### config.mk
export PLATFORM = sky130hd
export DESIGN_NAME = frmw_top
export DESIGN_NICKNAME = d
export VERILOG_FILES = /design/src/core/frmw_page_buf.v /design/src/core/frmw_spi_rx.v /design/src/core/frmw_top.v
export VERILOG_INCLUDE_DIRS = /design/src /design/src/shared
export SDC_FILE = /design/constraint.sdc
export NUM_CORES = 2
export LEC_CHECK = 0
export BUFFER_PORTS_ARGS = -buffer_cell sky130_fd_sc_hd__buf_2
export CAP_MARGIN = 20
export CELL_PAD_IN_SITES_DETAIL_PLACEMENT = 1
export CELL_PAD_IN_SITES_GLOBAL_PLACEMENT = 2
export CORE_MARGIN = 2
export CORE_UTILIZATION = 40
export DETAILED_ROUTE_END_ITERATION = 7
export MAX_ROUTING_LAYER = met4
export PLACE_DENSITY_LB_ADDON = 0.1
export REMOVE_ABC_BUFFERS = 1
export SLEW_MARGIN = 20
export SYNTH_ARGS = -nofsm -noshare
export SYNTH_HDL_FRONTEND = slang
export SYNTH_MEMORY_MAX_BITS = 65536
export SYNTH_SLANG_ARGS = --single-unit
### constraint.sdc
create_clock -name mclk_in -period 46.9 [get_ports mclk_in]
set_clock_uncertainty 0.15 [all_clocks]
set_input_delay 0 -clock mclk_in [delete_from_list [all_inputs] [get_ports mclk_in]]
set_output_delay 0 -clock mclk_in [all_outputs]
set_load 0.01 [all_outputs]
### src/shared/frmw_defs.vh
// constants for the flash read-modify-write and erase command sequencer
`ifndef FRMW_DEFS_VH
`define FRMW_DEFS_VH

// ----------------------------------------
// command opcodes
// ----------------------------------------
`define FRMW_OP_RMW_BUF1 8'h58
`define FRMW_OP_RMW_BUF2 8'h59
`define FRMW_OP_PAGE_ERASE 8'h81
`define FRMW_OP_BLOCK_ERASE 8'h50
`define FRMW_OP_SECTOR_ERASE 8'h7c

// ----------------------------------------
// page geometry
// ----------------------------------------
`define FRMW_PAGE_STD 9'h108
`define FRMW_PAGE_BIN 9'h100
`define FRMW_PAGE_W 11
`define FRMW_BYTE_W 9
`define FRMW_BUF_DEPTH 528
`define FRMW_BUF_AW 10
`define FRMW_HDR_BYTES 3'h4
`define FRMW_ERASED_BYTE 8'hff

// ----------------------------------------
// address field positions
// ----------------------------------------
`define FRMW_STD_PAGE_HI 19
`define FRMW_STD_PAGE_LO 9
`define FRMW_BIN_PAGE_HI 18
`define FRMW_BIN_PAGE_LO 8

// ----------------------------------------
// array port commands
// ----------------------------------------
`define FRMW_ARR_READ 2'h0
`define FRMW_ARR_PROG 2'h1
`define FRMW_ARR_ERASE 2'h2

// ----------------------------------------
// reset values
// ----------------------------------------
`define FRMW_RST_BUSY 1'b0
`define FRMW_RST_ERR 1'b0

`endif

### src/core/frmw_page_buf.v
// flip-flop byte store holding both page buffers
`include "frmw_defs.vh"
module frmw_page_buf #(
  parameter DEPTH = `FRMW_BUF_DEPTH,
  parameter AW = `FRMW_BUF_AW
) (
  // clock
  input wire mclk_in,
  // write port
  input wire we_in,
  input wire [AW-1:0] waddr_in,
  input wire [7:0] wdata_in,
  // read port
  input wire [AW-1:0] raddr_in,
  output wire [7:0] rdata_out
);

  reg [7:0] mem [0:DEPTH-1];

  // contents carry no reset: software never sees stale bytes unmasked
  always @(posedge mclk_in) begin
    if (we_in) begin
      mem[waddr_in] <= wdata_in;
    end
  end

  assign rdata_out = mem[raddr_in];

endmodule

### src/core/frmw_spi_rx.v
// serial input receiver: pin synchronisers, edge detect and byte assembly
module frmw_spi_rx (
  // clock and reset
  input wire mclk_in,
  input wire nrst_in,
  // serial pins
  input wire sck_in,
  input wire cs_n_in,
  input wire si_in,
  // byte stream
  output reg byte_valid_out,
  output reg [7:0] byte_out,
  output reg cs_fall_out,
  output reg cs_rise_out,
  output reg partial_out
);

  reg sck_s1, sck_s2, sck_s3;
  reg cs_s1, cs_s2, cs_s3;
  reg si_s1, si_s2;
  reg [6:0] shift;
  reg [2:0] bit_cnt;
  wire sck_rise;

  // sck and si share the same sync depth so their alignment is kept
  assign sck_rise = sck_s2 & ~sck_s3 & ~cs_s2;

  always @(posedge mclk_in) begin
    if (!nrst_in) begin
      sck_s1 <= 1'b0;
      sck_s2 <= 1'b0;
      sck_s3 <= 1'b0;
      cs_s1 <= 1'b1;
      cs_s2 <= 1'b1;
      cs_s3 <= 1'b1;
      si_s1 <= 1'b0;
      si_s2 <= 1'b0;
      shift <= 7'h00;
      bit_cnt <= 3'h0;
      byte_valid_out <= 1'b0;
      byte_out <= 8'h00;
      cs_fall_out <= 1'b0;
      cs_rise_out <= 1'b0;
      partial_out <= 1'b0;
    end else begin
      sck_s1 <= sck_in;
      sck_s2 <= sck_s1;
      sck_s3 <= sck_s2;
      cs_s1 <= cs_n_in;
      cs_s2 <= cs_s1;
      cs_s3 <= cs_s2;
      si_s1 <= si_in;
      si_s2 <= si_s1;
      byte_valid_out <= 1'b0;
      cs_fall_out <= cs_s3 & ~cs_s2;
      cs_rise_out <= ~cs_s3 & cs_s2;
      partial_out <= (~cs_s3 & cs_s2) & (bit_cnt != 3'h0);
      if (cs_s3 & ~cs_s2) begin
        bit_cnt <= 3'h0;
      end else if (sck_rise) begin
        shift <= {shift[5:0], si_s2};
        bit_cnt <= bit_cnt + 3'h1;
        if (bit_cnt == 3'h7) begin
          byte_valid_out <= 1'b1;
          byte_out <= {shift, si_s2};
        end
      end
    end
  end

endmodule

### src/core/frmw_top.v
// flash command sequencer for read-modify-write, page, block and sector erase
//
// Summary of operation
// - standard rmw: 58h/59h, page then 9-bit byte
// - binary rmw: page bits 18-8, byte bits 7-0
// - data bytes fill buffer, pointer wraps
// - cs rise rewrites the whole page, received byte locations take new data
// - cs release mid-byte aborts, nothing programmed
// - operations self-timed, busy held until done
// - verify each location, set error flag
// - rmw without data does automatic page rewrite
// - standard page erase: 81h, page, dummy bits
// - binary page erase: page on address bits 18-8
// - page erase leaves every bit one
// - standard block erase: 50h, page bits 10-3
// - binary block erase: address bits 18-11, dummy bits
// - block is eight pages, low bits ignored
// - sector erase 7Ch erases one sector
// - standard sector address: page bits 10-3 or 10-8
// - binary sector address: address bits 18-11 or 18-16
// - sector decode from top page bits
`include "frmw_defs.vh"

module frmw_top #(
  parameter PAGE_W = `FRMW_PAGE_W,
  parameter BYTE_W = `FRMW_BYTE_W
) (
  // clock and reset
  input wire mclk_in,
  input wire nrst_in,
  // serial pins
  input wire sck_in,
  input wire cs_n_in,
  input wire si_in,
  // page size configuration
  input wire binary_page_mode_in,
  // array macro port
  output reg arr_req_out,
  output reg [1:0] arr_cmd_out,
  output reg [PAGE_W-1:0] arr_page_out,
  output reg [BYTE_W-1:0] arr_byte_out,
  output reg [7:0] arr_wdata_out,
  input wire arr_done_in,
  input wire [7:0] arr_rdata_in,
  // status
  output reg status_busy_out,
  output reg erase_program_error_flag_out
);

  // ----------------------------------------
  // states
  // ----------------------------------------
  localparam S_IDLE = 3'h0;
  localparam S_FILL = 3'h1;
  localparam S_ERASE = 3'h2;
  localparam S_EVER = 3'h3;
  localparam S_PROG = 3'h4;
  localparam S_PVER = 3'h5;
  localparam S_NEXT = 3'h6;

  // ----------------------------------------
  // functions
  // ----------------------------------------
  function [`FRMW_BUF_AW-1:0] buf_index;
    input sel;
    input [BYTE_W-1:0] idx;
    begin
      buf_index = sel ? ({1'b0, idx} + {1'b0, `FRMW_PAGE_STD}) : {1'b0, idx};
    end
  endfunction

  function [BYTE_W-1:0] next_loc;
    input [BYTE_W-1:0] idx;
    input [BYTE_W-1:0] psize;
    begin
      next_loc = (idx >= psize - 9'h001) ? 9'h000 : idx + 9'h001;
    end
  endfunction

  // ----------------------------------------
  // receiver and buffers
  // ----------------------------------------
  wire byte_valid, cs_fall, cs_rise, partial;
  wire [7:0] rx_byte;
  wire [7:0] buf_rdata;
  reg buf_we;
  reg [`FRMW_BUF_AW-1:0] buf_waddr;
  reg [7:0] buf_wdata;

  frmw_spi_rx u_rx (
    .mclk_in(mclk_in),
    .nrst_in(nrst_in),
    .sck_in(sck_in),
    .cs_n_in(cs_n_in),
    .si_in(si_in),
    .byte_valid_out(byte_valid),
    .byte_out(rx_byte),
    .cs_fall_out(cs_fall),
    .cs_rise_out(cs_rise),
    .partial_out(partial)
  );

  reg mode_s1, mode_s2;
  reg [2:0] hdr_cnt;
  reg [7:0] opcode;
  reg [23:0] addr;
  reg [BYTE_W-1:0] wr_ptr;
  reg [263:0] mask;
  reg [2:0] state;
  reg buf_sel;
  reg [BYTE_W-1:0] idx;
  reg [BYTE_W-1:0] psize;
  reg [PAGE_W-1:0] cur_page;
  reg [PAGE_W-1:0] last_page;
  reg rmw_op;

  frmw_page_buf u_buf (
    .mclk_in(mclk_in),
    .we_in(buf_we),
    .waddr_in(buf_waddr),
    .wdata_in(buf_wdata),
    .raddr_in(buf_index(buf_sel, idx)),
    .rdata_out(buf_rdata)
  );

  // ----------------------------------------
  // address field decode
  // ----------------------------------------
  wire [PAGE_W-1:0] hdr_page;
  wire [BYTE_W-1:0] hdr_psize;
  wire is_rmw;
  wire op_known;
  wire frame_ok;
  wire spi_we;

  assign hdr_page = mode_s2 ? addr[`FRMW_BIN_PAGE_HI:`FRMW_BIN_PAGE_LO] :
                    addr[`FRMW_STD_PAGE_HI:`FRMW_STD_PAGE_LO];
  assign hdr_psize = mode_s2 ? `FRMW_PAGE_BIN : `FRMW_PAGE_STD;
  assign is_rmw = (opcode == `FRMW_OP_RMW_BUF1) || (opcode == `FRMW_OP_RMW_BUF2);
  assign op_known = is_rmw || (opcode == `FRMW_OP_PAGE_ERASE) || (opcode == `FRMW_OP_BLOCK_ERASE) ||
                    (opcode == `FRMW_OP_SECTOR_ERASE);
  // a busy device neither takes data into the buffers nor starts work
  assign frame_ok = cs_rise && !partial && !status_busy_out && (hdr_cnt == `FRMW_HDR_BYTES);
  assign spi_we = byte_valid && !status_busy_out && (hdr_cnt == `FRMW_HDR_BYTES) && is_rmw;

  // buffer write port: serial data while idle, array fill while running
  always @* begin
    buf_we = 1'b0;
    buf_waddr = buf_index(buf_sel, idx);
    buf_wdata = arr_rdata_in;
    if (spi_we) begin
      buf_we = 1'b1;
      buf_waddr = buf_index(opcode[0], wr_ptr);
      buf_wdata = rx_byte;
    end else if (state == S_FILL && arr_req_out && arr_done_in) begin
      buf_we = 1'b1;
    end
  end

  // ----------------------------------------
  // command capture
  // ----------------------------------------
  always @(posedge mclk_in) begin
    if (!nrst_in) begin
      mode_s1 <= 1'b0;
      mode_s2 <= 1'b0;
      hdr_cnt <= 3'h0;
      opcode <= 8'h00;
      addr <= 24'h000000;
      wr_ptr <= 9'h000;
    end else begin
      mode_s1 <= binary_page_mode_in;
      mode_s2 <= mode_s1;
      if (cs_fall) begin
        hdr_cnt <= 3'h0;
      end else if (byte_valid && !status_busy_out) begin
        if (hdr_cnt == 3'h0) begin
          opcode <= rx_byte;
        end else if (hdr_cnt != `FRMW_HDR_BYTES) begin
          addr <= {addr[15:0], rx_byte};
        end
        if (hdr_cnt != `FRMW_HDR_BYTES) begin
          hdr_cnt <= hdr_cnt + 3'h1;
        end
        if (hdr_cnt == 3'h3) begin
          wr_ptr <= mode_s2 ? {1'b0, rx_byte} : {addr[0], rx_byte};
        end
        if (spi_we) begin
          wr_ptr <= next_loc(wr_ptr, hdr_psize);
        end
      end
    end
  end

  // ----------------------------------------
  // self-timed operation engine
  // ----------------------------------------
  always @(posedge mclk_in) begin
    if (!nrst_in) begin
      state <= S_IDLE;
      status_busy_out <= `FRMW_RST_BUSY;
      erase_program_error_flag_out <= `FRMW_RST_ERR;
      arr_req_out <= 1'b0;
      arr_cmd_out <= `FRMW_ARR_READ;
      arr_page_out <= 11'h000;
      arr_byte_out <= 9'h000;
      arr_wdata_out <= 8'h00;
      mask <= 264'h0;
      buf_sel <= 1'b0;
      idx <= 9'h000;
      psize <= `FRMW_PAGE_STD;
      cur_page <= 11'h000;
      last_page <= 11'h000;
      rmw_op <= 1'b0;
    end else begin
      if (cs_fall && !status_busy_out) begin
        mask <= 264'h0;
      end else if (spi_we) begin
        mask[wr_ptr] <= 1'b1;
      end
      case (state)
        S_IDLE: begin
          idx <= 9'h000;
          psize <= hdr_psize;
          buf_sel <= opcode[0];
          // without data the mask stays clear, so every byte is refreshed
          if (frame_ok && op_known) begin
            rmw_op <= is_rmw;
            state <= is_rmw ? S_FILL : S_ERASE;
            status_busy_out <= 1'b1;
            erase_program_error_flag_out <= 1'b0;
            case (opcode)
              `FRMW_OP_BLOCK_ERASE: begin
                cur_page <= {hdr_page[10:3], 3'h0};
                last_page <= {hdr_page[10:3], 3'h7};
              end
              `FRMW_OP_SECTOR_ERASE: begin
                if (hdr_page[10:8] != 3'h0) begin
                  cur_page <= {hdr_page[10:8], 8'h00};
                  last_page <= {hdr_page[10:8], 8'hff};
                end else if (hdr_page[7:3] == 5'h00) begin
                  cur_page <= 11'h000;
                  last_page <= 11'h007;
                end else begin
                  cur_page <= 11'h008;
                  last_page <= 11'h0ff;
                end
              end
              default: begin
                cur_page <= hdr_page;
                last_page <= hdr_page;
              end
            endcase
          end
        end
        S_FILL: begin
          // unwritten locations are copied from the array before the erase
          if (arr_req_out) begin
            if (arr_done_in) begin
              arr_req_out <= 1'b0;
              idx <= idx + 9'h001;
            end
          end else if (idx == psize) begin
            idx <= 9'h000;
            state <= S_ERASE;
          end else if (mask[idx]) begin
            idx <= idx + 9'h001;
          end else begin
            arr_req_out <= 1'b1;
            arr_cmd_out <= `FRMW_ARR_READ;
            arr_page_out <= cur_page;
            arr_byte_out <= idx;
          end
        end
        S_ERASE: begin
          if (arr_req_out) begin
            if (arr_done_in) begin
              arr_req_out <= 1'b0;
              idx <= 9'h000;
              state <= S_EVER;
            end
          end else begin
            arr_req_out <= 1'b1;
            arr_cmd_out <= `FRMW_ARR_ERASE;
            arr_page_out <= cur_page;
            arr_byte_out <= 9'h000;
          end
        end
        S_EVER: begin
          if (arr_req_out) begin
            if (arr_done_in) begin
              arr_req_out <= 1'b0;
              idx <= idx + 9'h001;
              if (arr_rdata_in != `FRMW_ERASED_BYTE) begin
                erase_program_error_flag_out <= 1'b1;
              end
            end
          end else if (idx == psize) begin
            idx <= 9'h000;
            state <= rmw_op ? S_PROG : S_NEXT;
          end else begin
            arr_req_out <= 1'b1;
            arr_cmd_out <= `FRMW_ARR_READ;
            arr_page_out <= cur_page;
            arr_byte_out <= idx;
          end
        end
        S_PROG: begin
          if (arr_req_out) begin
            if (arr_done_in) begin
              arr_req_out <= 1'b0;
              state <= S_PVER;
            end
          end else if (idx == psize) begin
            state <= S_NEXT;
          end else begin
            arr_req_out <= 1'b1;
            arr_cmd_out <= `FRMW_ARR_PROG;
            arr_page_out <= cur_page;
            arr_byte_out <= idx;
            arr_wdata_out <= buf_rdata;
          end
        end
        S_PVER: begin
          if (arr_req_out) begin
            if (arr_done_in) begin
              arr_req_out <= 1'b0;
              idx <= idx + 9'h001;
              state <= S_PROG;
              if (arr_rdata_in != buf_rdata) begin
                erase_program_error_flag_out <= 1'b1;
              end
            end
          end else begin
            arr_req_out <= 1'b1;
            arr_cmd_out <= `FRMW_ARR_READ;
            arr_page_out <= cur_page;
            arr_byte_out <= idx;
          end
        end
        S_NEXT: begin
          idx <= 9'h000;
          if (cur_page == last_page) begin
            state <= S_IDLE;
            status_busy_out <= 1'b0;
          end else begin
            cur_page <= cur_page + 11'h001;
            state <= S_ERASE;
          end
        end
        default: begin
          state <= S_IDLE;
          arr_req_out <= 1'b0;
          status_busy_out <= 1'b0;
        end
      endcase
    end
  end

endmodule

* After elaboration in Yosys (flattened, before gate mapping) *
Memory sizes are Yosys's and may differ from the RTL's.
Cells that the tools add are included.

cells by class
  reductions and logical operators = 53
  bitwise logic cells = 17
  $add $sub $neg = 8
  eq/ne operators = 48
  $lt $le $gt $ge = 4
  multiplexer cells = 98

operators with widths
  kind                                                 number
  OR 264 bit                                           1
  2-to-1 mux 9 bit                                     20
  2-to-1 mux 11 bit                                    11
  case mux 11 bit (2 select lines)                     3
  != test 2 bit, second input constant                 24
  case mux 9 bit (5 select lines)                      1
  2-to-1 mux 3 bit                                     12
  case mux 9 bit (4 select lines)                      1
  case mux 11 bit (3 select lines)                     1
  == test 8 x 7 -> 1 bit, second input constant        4
  2-to-1 mux 10 bit                                    3
  2-to-1 mux 2 bit                                     12
  2-to-1 mux 1 bit                                     23
  case mux 3 bit (7 select lines)                      1
  adder 9 x 9 -> 10 bit, second input constant         2
  < comparator 9 x 10 -> 1 bit, second input constant  2
  adder 9 x 1 -> 9 bit, second input constant          2
  AND reduction 3 bit                                  6
  2-to-1 mux 8 bit                                     2
  AND reduction 8 bit                                  2
  == test 3 bit, second input constant                 5
  != test 3 bit, second input constant                 4
  nonzero test 3 bit                                   4
  OR reduction 2 bit                                   6
  other kinds (38)                                     76

storage, ports and cells
  memory bits (writable) = 4224
  memories = 1
  register bits after elaboration = 414
  bits of input ports = 15

memory list
  name       depth  bits a word  rd ports  clocked after Yosys merged registers in  write ports  line                source
  u_buf.mem  528    8            1         0                                        1            frmw_page_buf.v:18  reg [7:0] mem [0:DEPTH-1];

* Depth between registers and ports, before layout *
  depth after elaboration = 8
  gate-level depth with buffers = 20
  mapped depth without buffers = 12

* By module *
Synthesis repeated with hierarchy kept, for this count alone.

second synthesis, totals
  cell total of the unflattened synthesis = 9918
  area, all modules = 182543.8 um^2

modules (own cells, without submodules)
  module         cells an instance  area each (um^2)  instances  sequential area each (um^2)
  frmw_page_buf  7868               164534.1          1          126841.7
  frmw_top       1948               16913.7           1          7527.2
  frmw_spi_rx    102                1096.1            1          600.6

* Worst setup path after synthesis *
Ideal clock, no wire load.

  kind = flip-flop to flip-flop
  from = register opcode[3]
  to = memory u_buf.mem[0][3] (data pin)
  buffers on the path = 4
  path slack = 20.475 ns
  stages on the path, launching flop included = 9
  setup time = 4.295 ns
  period minus slack after synthesis = 26.425 ns
  data arrival time = 21.980 ns
  path through = dfxtp_1 > nor3b_1 > nor4b_1 > and4_1 > clkbuf_1 > clkbuf_1 > clkbuf_1 > clkbuf_1 > o21ai_0

between the ends
  cells in the longest elaborated chain, start to end = 4
  elaborated cells between the ends (all ways) = 5

ends and longest elaborated chain
  element                                  line                source
  start: declaration                       frmw_top.v:105      reg [7:0] opcode;
  start signal: assignment                 frmw_top.v:178      opcode <= rx_byte;
  == test 8 x 7 -> 1 bit (no source line)  -
  logical OR 1 bit (*)                     frmw_top.v:139      assign is_rmw = (opcode == `FRMW_OP_RMW_BUF1) || (opcode == `FRMW_OP_RMW_BUF2);
  logical AND 1 bit (*)                    frmw_top.v:144      assign spi_we = byte_valid && !status_busy_out && (hdr_cnt == `FRMW_HDR_BYTES) && is_rmw;
  2-to-1 mux 8 bit (*)                     frmw_top.v:151      if (spi_we) begin
  via buf_wdata[3]                         frmw_top.v:88       reg [7:0] buf_wdata;
  end: declaration                         frmw_page_buf.v:18

Mark *: on every way through the listed nets, which the timed path passes. The rest lies on a longest branch.

* Final worst setup path *
  from = register idx[0]
  to = register erase_program_error_flag_out

between the ends
  cells in the longest elaborated chain, start to end = 6

ends and longest elaborated chain
  element                                   line            source
  start: declaration                        frmw_top.v:111  reg [BYTE_W-1:0] idx;
  start signal: assignment                  frmw_top.v:261  idx <= idx + 9'h001;
  start signal: assignment                  frmw_top.v:267  idx <= idx + 9'h001;
  start signal: assignment                  frmw_top.v:293  idx <= idx + 9'h001;
  adder 9 x 9 -> 10 bit                     frmw_top.v:68   buf_index = sel ? ({1'b0, idx} + {1'b0, `FRMW_PAGE_STD}) : {1'b0, idx};
  2-to-1 mux 10 bit (*)                     frmw_top.v:68
  memory (528 x 8 bit) (*)                  -
  != test 8 bit (*)                         frmw_top.v:330  if (arr_rdata_in != buf_rdata) begin
  != test 2 bit (no source line) (*)        -
  AND reduction 8 bit (no source line) (*)  -
  end signal: assignment                    frmw_top.v:202  erase_program_error_flag_out <= `FRMW_RST_ERR;
  end: declaration                          frmw_top.v:47   output reg erase_program_error_flag_out

Mark *: on every way between the ends. The rest lies on a longest branch, timed or not.
A chain may end at the register's enable or synchronous reset.

==> summary.md <==
| Metric | Value |
|---|---|
| Residual DRC count | `0` |
| Final ANT Viol Nets | `0` |
| CTS Buf Count | `around 520` |
| Main combinational cell family by area after synthesis | `multiplexers` |
| Reg2Reg Depth | `17` |
| Worst-margin pin slew | `between 1000 and 1500 ps` |
| Post-synthesis cell area | `approximately 180000 um2` |
| Register bit total from synthesis | `roughly 4.6k` |
| WP data arrival | `10310 ps` |
| WL final | `628000 um` |
| P&R area growth vs syn | `13.1%` |
| Clock-pin slew of the registers on the worst-case setup and hold paths | `around 70 ps` |
| Via-to-Cell Ratio | `just over 6` |
| Post-synth cell types | `between 80 and 90` |
| Synth top area share | `0.694` |
| Vias in the first global route | `102k` |
| Setup violators final | `0` |
| Hold path cells | `6` |
| Pins Over Slew Limit | `0` |
| Avg Inst Size Synth | `18.5 um2` |
| CTS tree | `yes` |
| Core box area | `456000 um2` |
| Hold crit path type | `input port to flop` |
| Drt pass-1 iters | `5` |
| Worst setup margin | `~37000 ps` |
| Die X | `between 600 and 700 um` |
| Site row count | `between 200 and 250` |
| Power per Cell Area | `between 40 and 50 nW/um2` |
| Yosys warns | `0` |
| Initial antenna violation count | `between 60 and 70` |
| Met1 Use GR | `0.382` |
| DRC marker count from the first detailed-route iteration | `~12k` |
| Die area | `around 460000 um2` |
| Setup Fix Bufs, Post-CTS | `0` |
| Die Span Y | `about 680 um` |
| Crit-path cells | `buf_4 -> buf_4 -> buf_4 -> buf_4 -> buf_4 -> mux4_2 -> mux2i_1 -> o22ai_1 -> or3_1 -> o21ai_0 -> o21ai_1 -> a32oi_1 -> o221ai_1 -> a211o_1 -> o41ai_2 -> dlygate4sd3_1 -> mux2i_1` |
| Routed via count | `101k` |
| Post-synthesis compound-gate area fraction | `0.0372` |
| Crit path time final | `~9500 ps` |
| Post-synthesis simple-gate area fraction | `0.0464` |
| Hold EP | `idx[3]` |
| Pin count of the biggest net entering global routing | `approximately 200` |
| Max-cap violation count | `0` |
| Hold slack | `approximately 78 ps` |
| Post-route clock period utilization | `0.203` |
| Largest vdd supply drop | `around 0.034 mV` |
| Crit path top cell by count | `buf_4` |
| Fmax | `approximately 0.11 GHz` |
| RR Startpoint | `idx[0]` |
| Hold Startpoint | `arr_done_in` |
| Grt met3 use | `0.0429` |
| Synth Flop Type | `edfxtp_1` |
| H-tree depth | `6` |
| Post-synth EDFFs | `4224` |
| Worst Path Required | `around 48000 ps` |
| Setup CP Type | `flop to flop` |
| DPL Wire Length | `387000 um` |
| Register-to-register path setup slack | `37400 ps` |
| Gate Count Post-Synth | `between 9k and 10k` |
| Total global-route track usage | `0.277` |
| Area leader, netlist | `edfxtp_1` |
| Register area share after synthesis | `0.739` |
| Max Buffers Root-to-Sink | `4` |
| Synth top area cells | `edfxtp_1 (69%), mux4_2 (13%), dfxtp_1 (4.4%), nor2_1 (2.1%), mux2i_1 (1.9%)` |
| First-pass GRT wire length | `about 870000 um` |
| Post-Synth Adder-Cell Area | `0.00144` |
| Worst-path fanout max | `45` |
| GP Congestion | `about 0.85` |
| Gr ovfl total | `0` |
| Clock Latency Late Sink | `between 1000 and 1500 ps` |
| Routing usage on met2 | `0.431` |
| Busiest metal layer after global routing | `met2` |
| Buffers on Ports | `47` |
| Share of layout cells above drive strength 1 | `0.221` |
| Most common cell in the synthesized netlist | `edfxtp_1` |
| Pre-CTS setup slack | `approximately 38000 ps` |
| Status | `completed` |
| Clock sinks | `around 4.6k` |
| Slew HR | `0.119` |
| Pleak | `approximately 63 nW` |
| Wire per inst | `38.0 um` |
| Final nets | `between 10k and 15k` |
| Startpoint Class | `flop` |
| Fraction of registers with async set/reset | `0` |
| Crit path largest cell delay | `roughly 900 ps` |
| Clock root cell | `clkbuf_16` |
| Post-synthesis xor/xnor area fraction | `0.00191` |
| Overall power | `~8.6 mW` |
| Mux cell area share after synthesis | `0.153` |
| CTS resizes | `0` |
| Initial Util | `0.401` |
| Final Hold Viols | `0` |
| Most frequent cells after synthesis | `edfxtp_1 (4224), mux4_2 (1081), nor2_1 (1002)` |
| Worst setup EP type | `flop` |
| RSZ-0062 raised after global routing | `false` |
| Num ports | `48` |
| Critical-path cell with the highest stage delay | `dfxtp_4` |
| CTS Hold Bufs | `26` |
| Reg2reg end | `erase_program_error_flag_out` |
metal layers:
layer  wire length [um]  up-vias
met3              47200      887
met1             264000    55000
met5                  0        -
met4              19500        0
met2             298000     4213
li1                   -    40400
through the flow:
stage / cells / area, um2 / util / TNS (ps)
finish: 16600 / 207000 / 0.454 / 0
global route: 16500 / 207000 / 0.454 / 0
CTS: 16500 / 206000 / 0.453 / 0
detailed placement: 15600 / 190000 / 0.417 / 0
global placement: 15600 / 190000 / 0.416 / 0
floorplan: 9230 / 179000 / - / -8183820
layout by cell type, fill, tap and decap left out, types with 47 or more instances in the layout:
master        n
dfxtp_1     400
clkinv_2     73
buf_4       277
clkinv_1     95
a21oi_1     401
edfxtp_1   4224
a31oi_1      50
clkbuf_1    127
nand3_1     131
mux4_2     1081
o22ai_1     114
buf_2        47
a22oi_1      72
nand4_1      48
nor2_1      953
o21ai_0      85
nand2_1     525
clkbuf_16   545
nor3_1       73
mux2i_1     348
power by group:
group | switching [mW] | total (mW) | internal, mW
Sequential | 0.000333 | 4.50 | 4.50
Combinational | 0.0752 | 0.0825 | 0.00723
Clock | 1.69 | 3.99 | 2.31
registers in the layout (all words and copies together) (netlist names), 2 cells and up:
| name | count |
|---|---|
| mask | 264 |
| arr_byte_out | 9 |
| arr_wdata_out | 8 |
| arr_page_out | 11 |
| arr_cmd_out | 2 |
| idx | 9 |
| cur_page | 11 |
| state | 3 |
| opcode | 8 |
| wr_ptr | 9 |
| u_rx.byte_out | 8 |
| u_buf.mem | 4224 |
| u_rx.shift | 7 |
| last_page | 11 |
| hdr_cnt | 3 |
| u_rx.bit_cnt | 3 |
| addr | 20 |
logic make-up (layout without fill, tap and decap cells):
kind of cell             count (synthesis)  in the layout
AO/OA/AOI/OAI                         1052           1052
XOR/XNOR                                39             39
adder cells (fa/ha/maj)                 21             21
buffers and inverters                  686           1333
flip-flops                            4630           4630
multiplexers                          1437           1437
other                                    0             26
AND/OR/NAND/NOR                       2015           2015
area by class of cell:
class,count,area (um2)
Sequential cell,4630,135000
Inverter,36,146
Tap cell,6000,7510
Timing Repair Buffer,381,3150
Clock inverter,238,2140
Multi-Input combinational cell,4564,44500
Fill cell,42300,249000
Clock buffer,678,14200
Antenna cell,26,65.1
how the worst max path moves through the flow:
stage	end	depth (start not counted)	startpoint	slack [ps]
3_5_place_dp	erase_program_error_flag_out	16	idx[0]	37900
3_3_place_gp	erase_program_error_flag_out	16	idx[0]	37760
2_1_floorplan	arr_byte_out[0]	8	idx[0]	-14110
6_report	erase_program_error_flag_out	17	idx[0]	37400
4_1_cts	erase_program_error_flag_out	17	idx[0]	37330
5_1_grt	erase_program_error_flag_out	17	idx[0]	36890
worst max-delay path: cells and delay by family (launching register included):
kind	cells	cell delay, ps
buf+inv	6	4240
compound gates	7	2380
simple gates	1	480
flops	1	910
mux	3	1010
No activity file was read; power rests on OpenSTA's default activity.
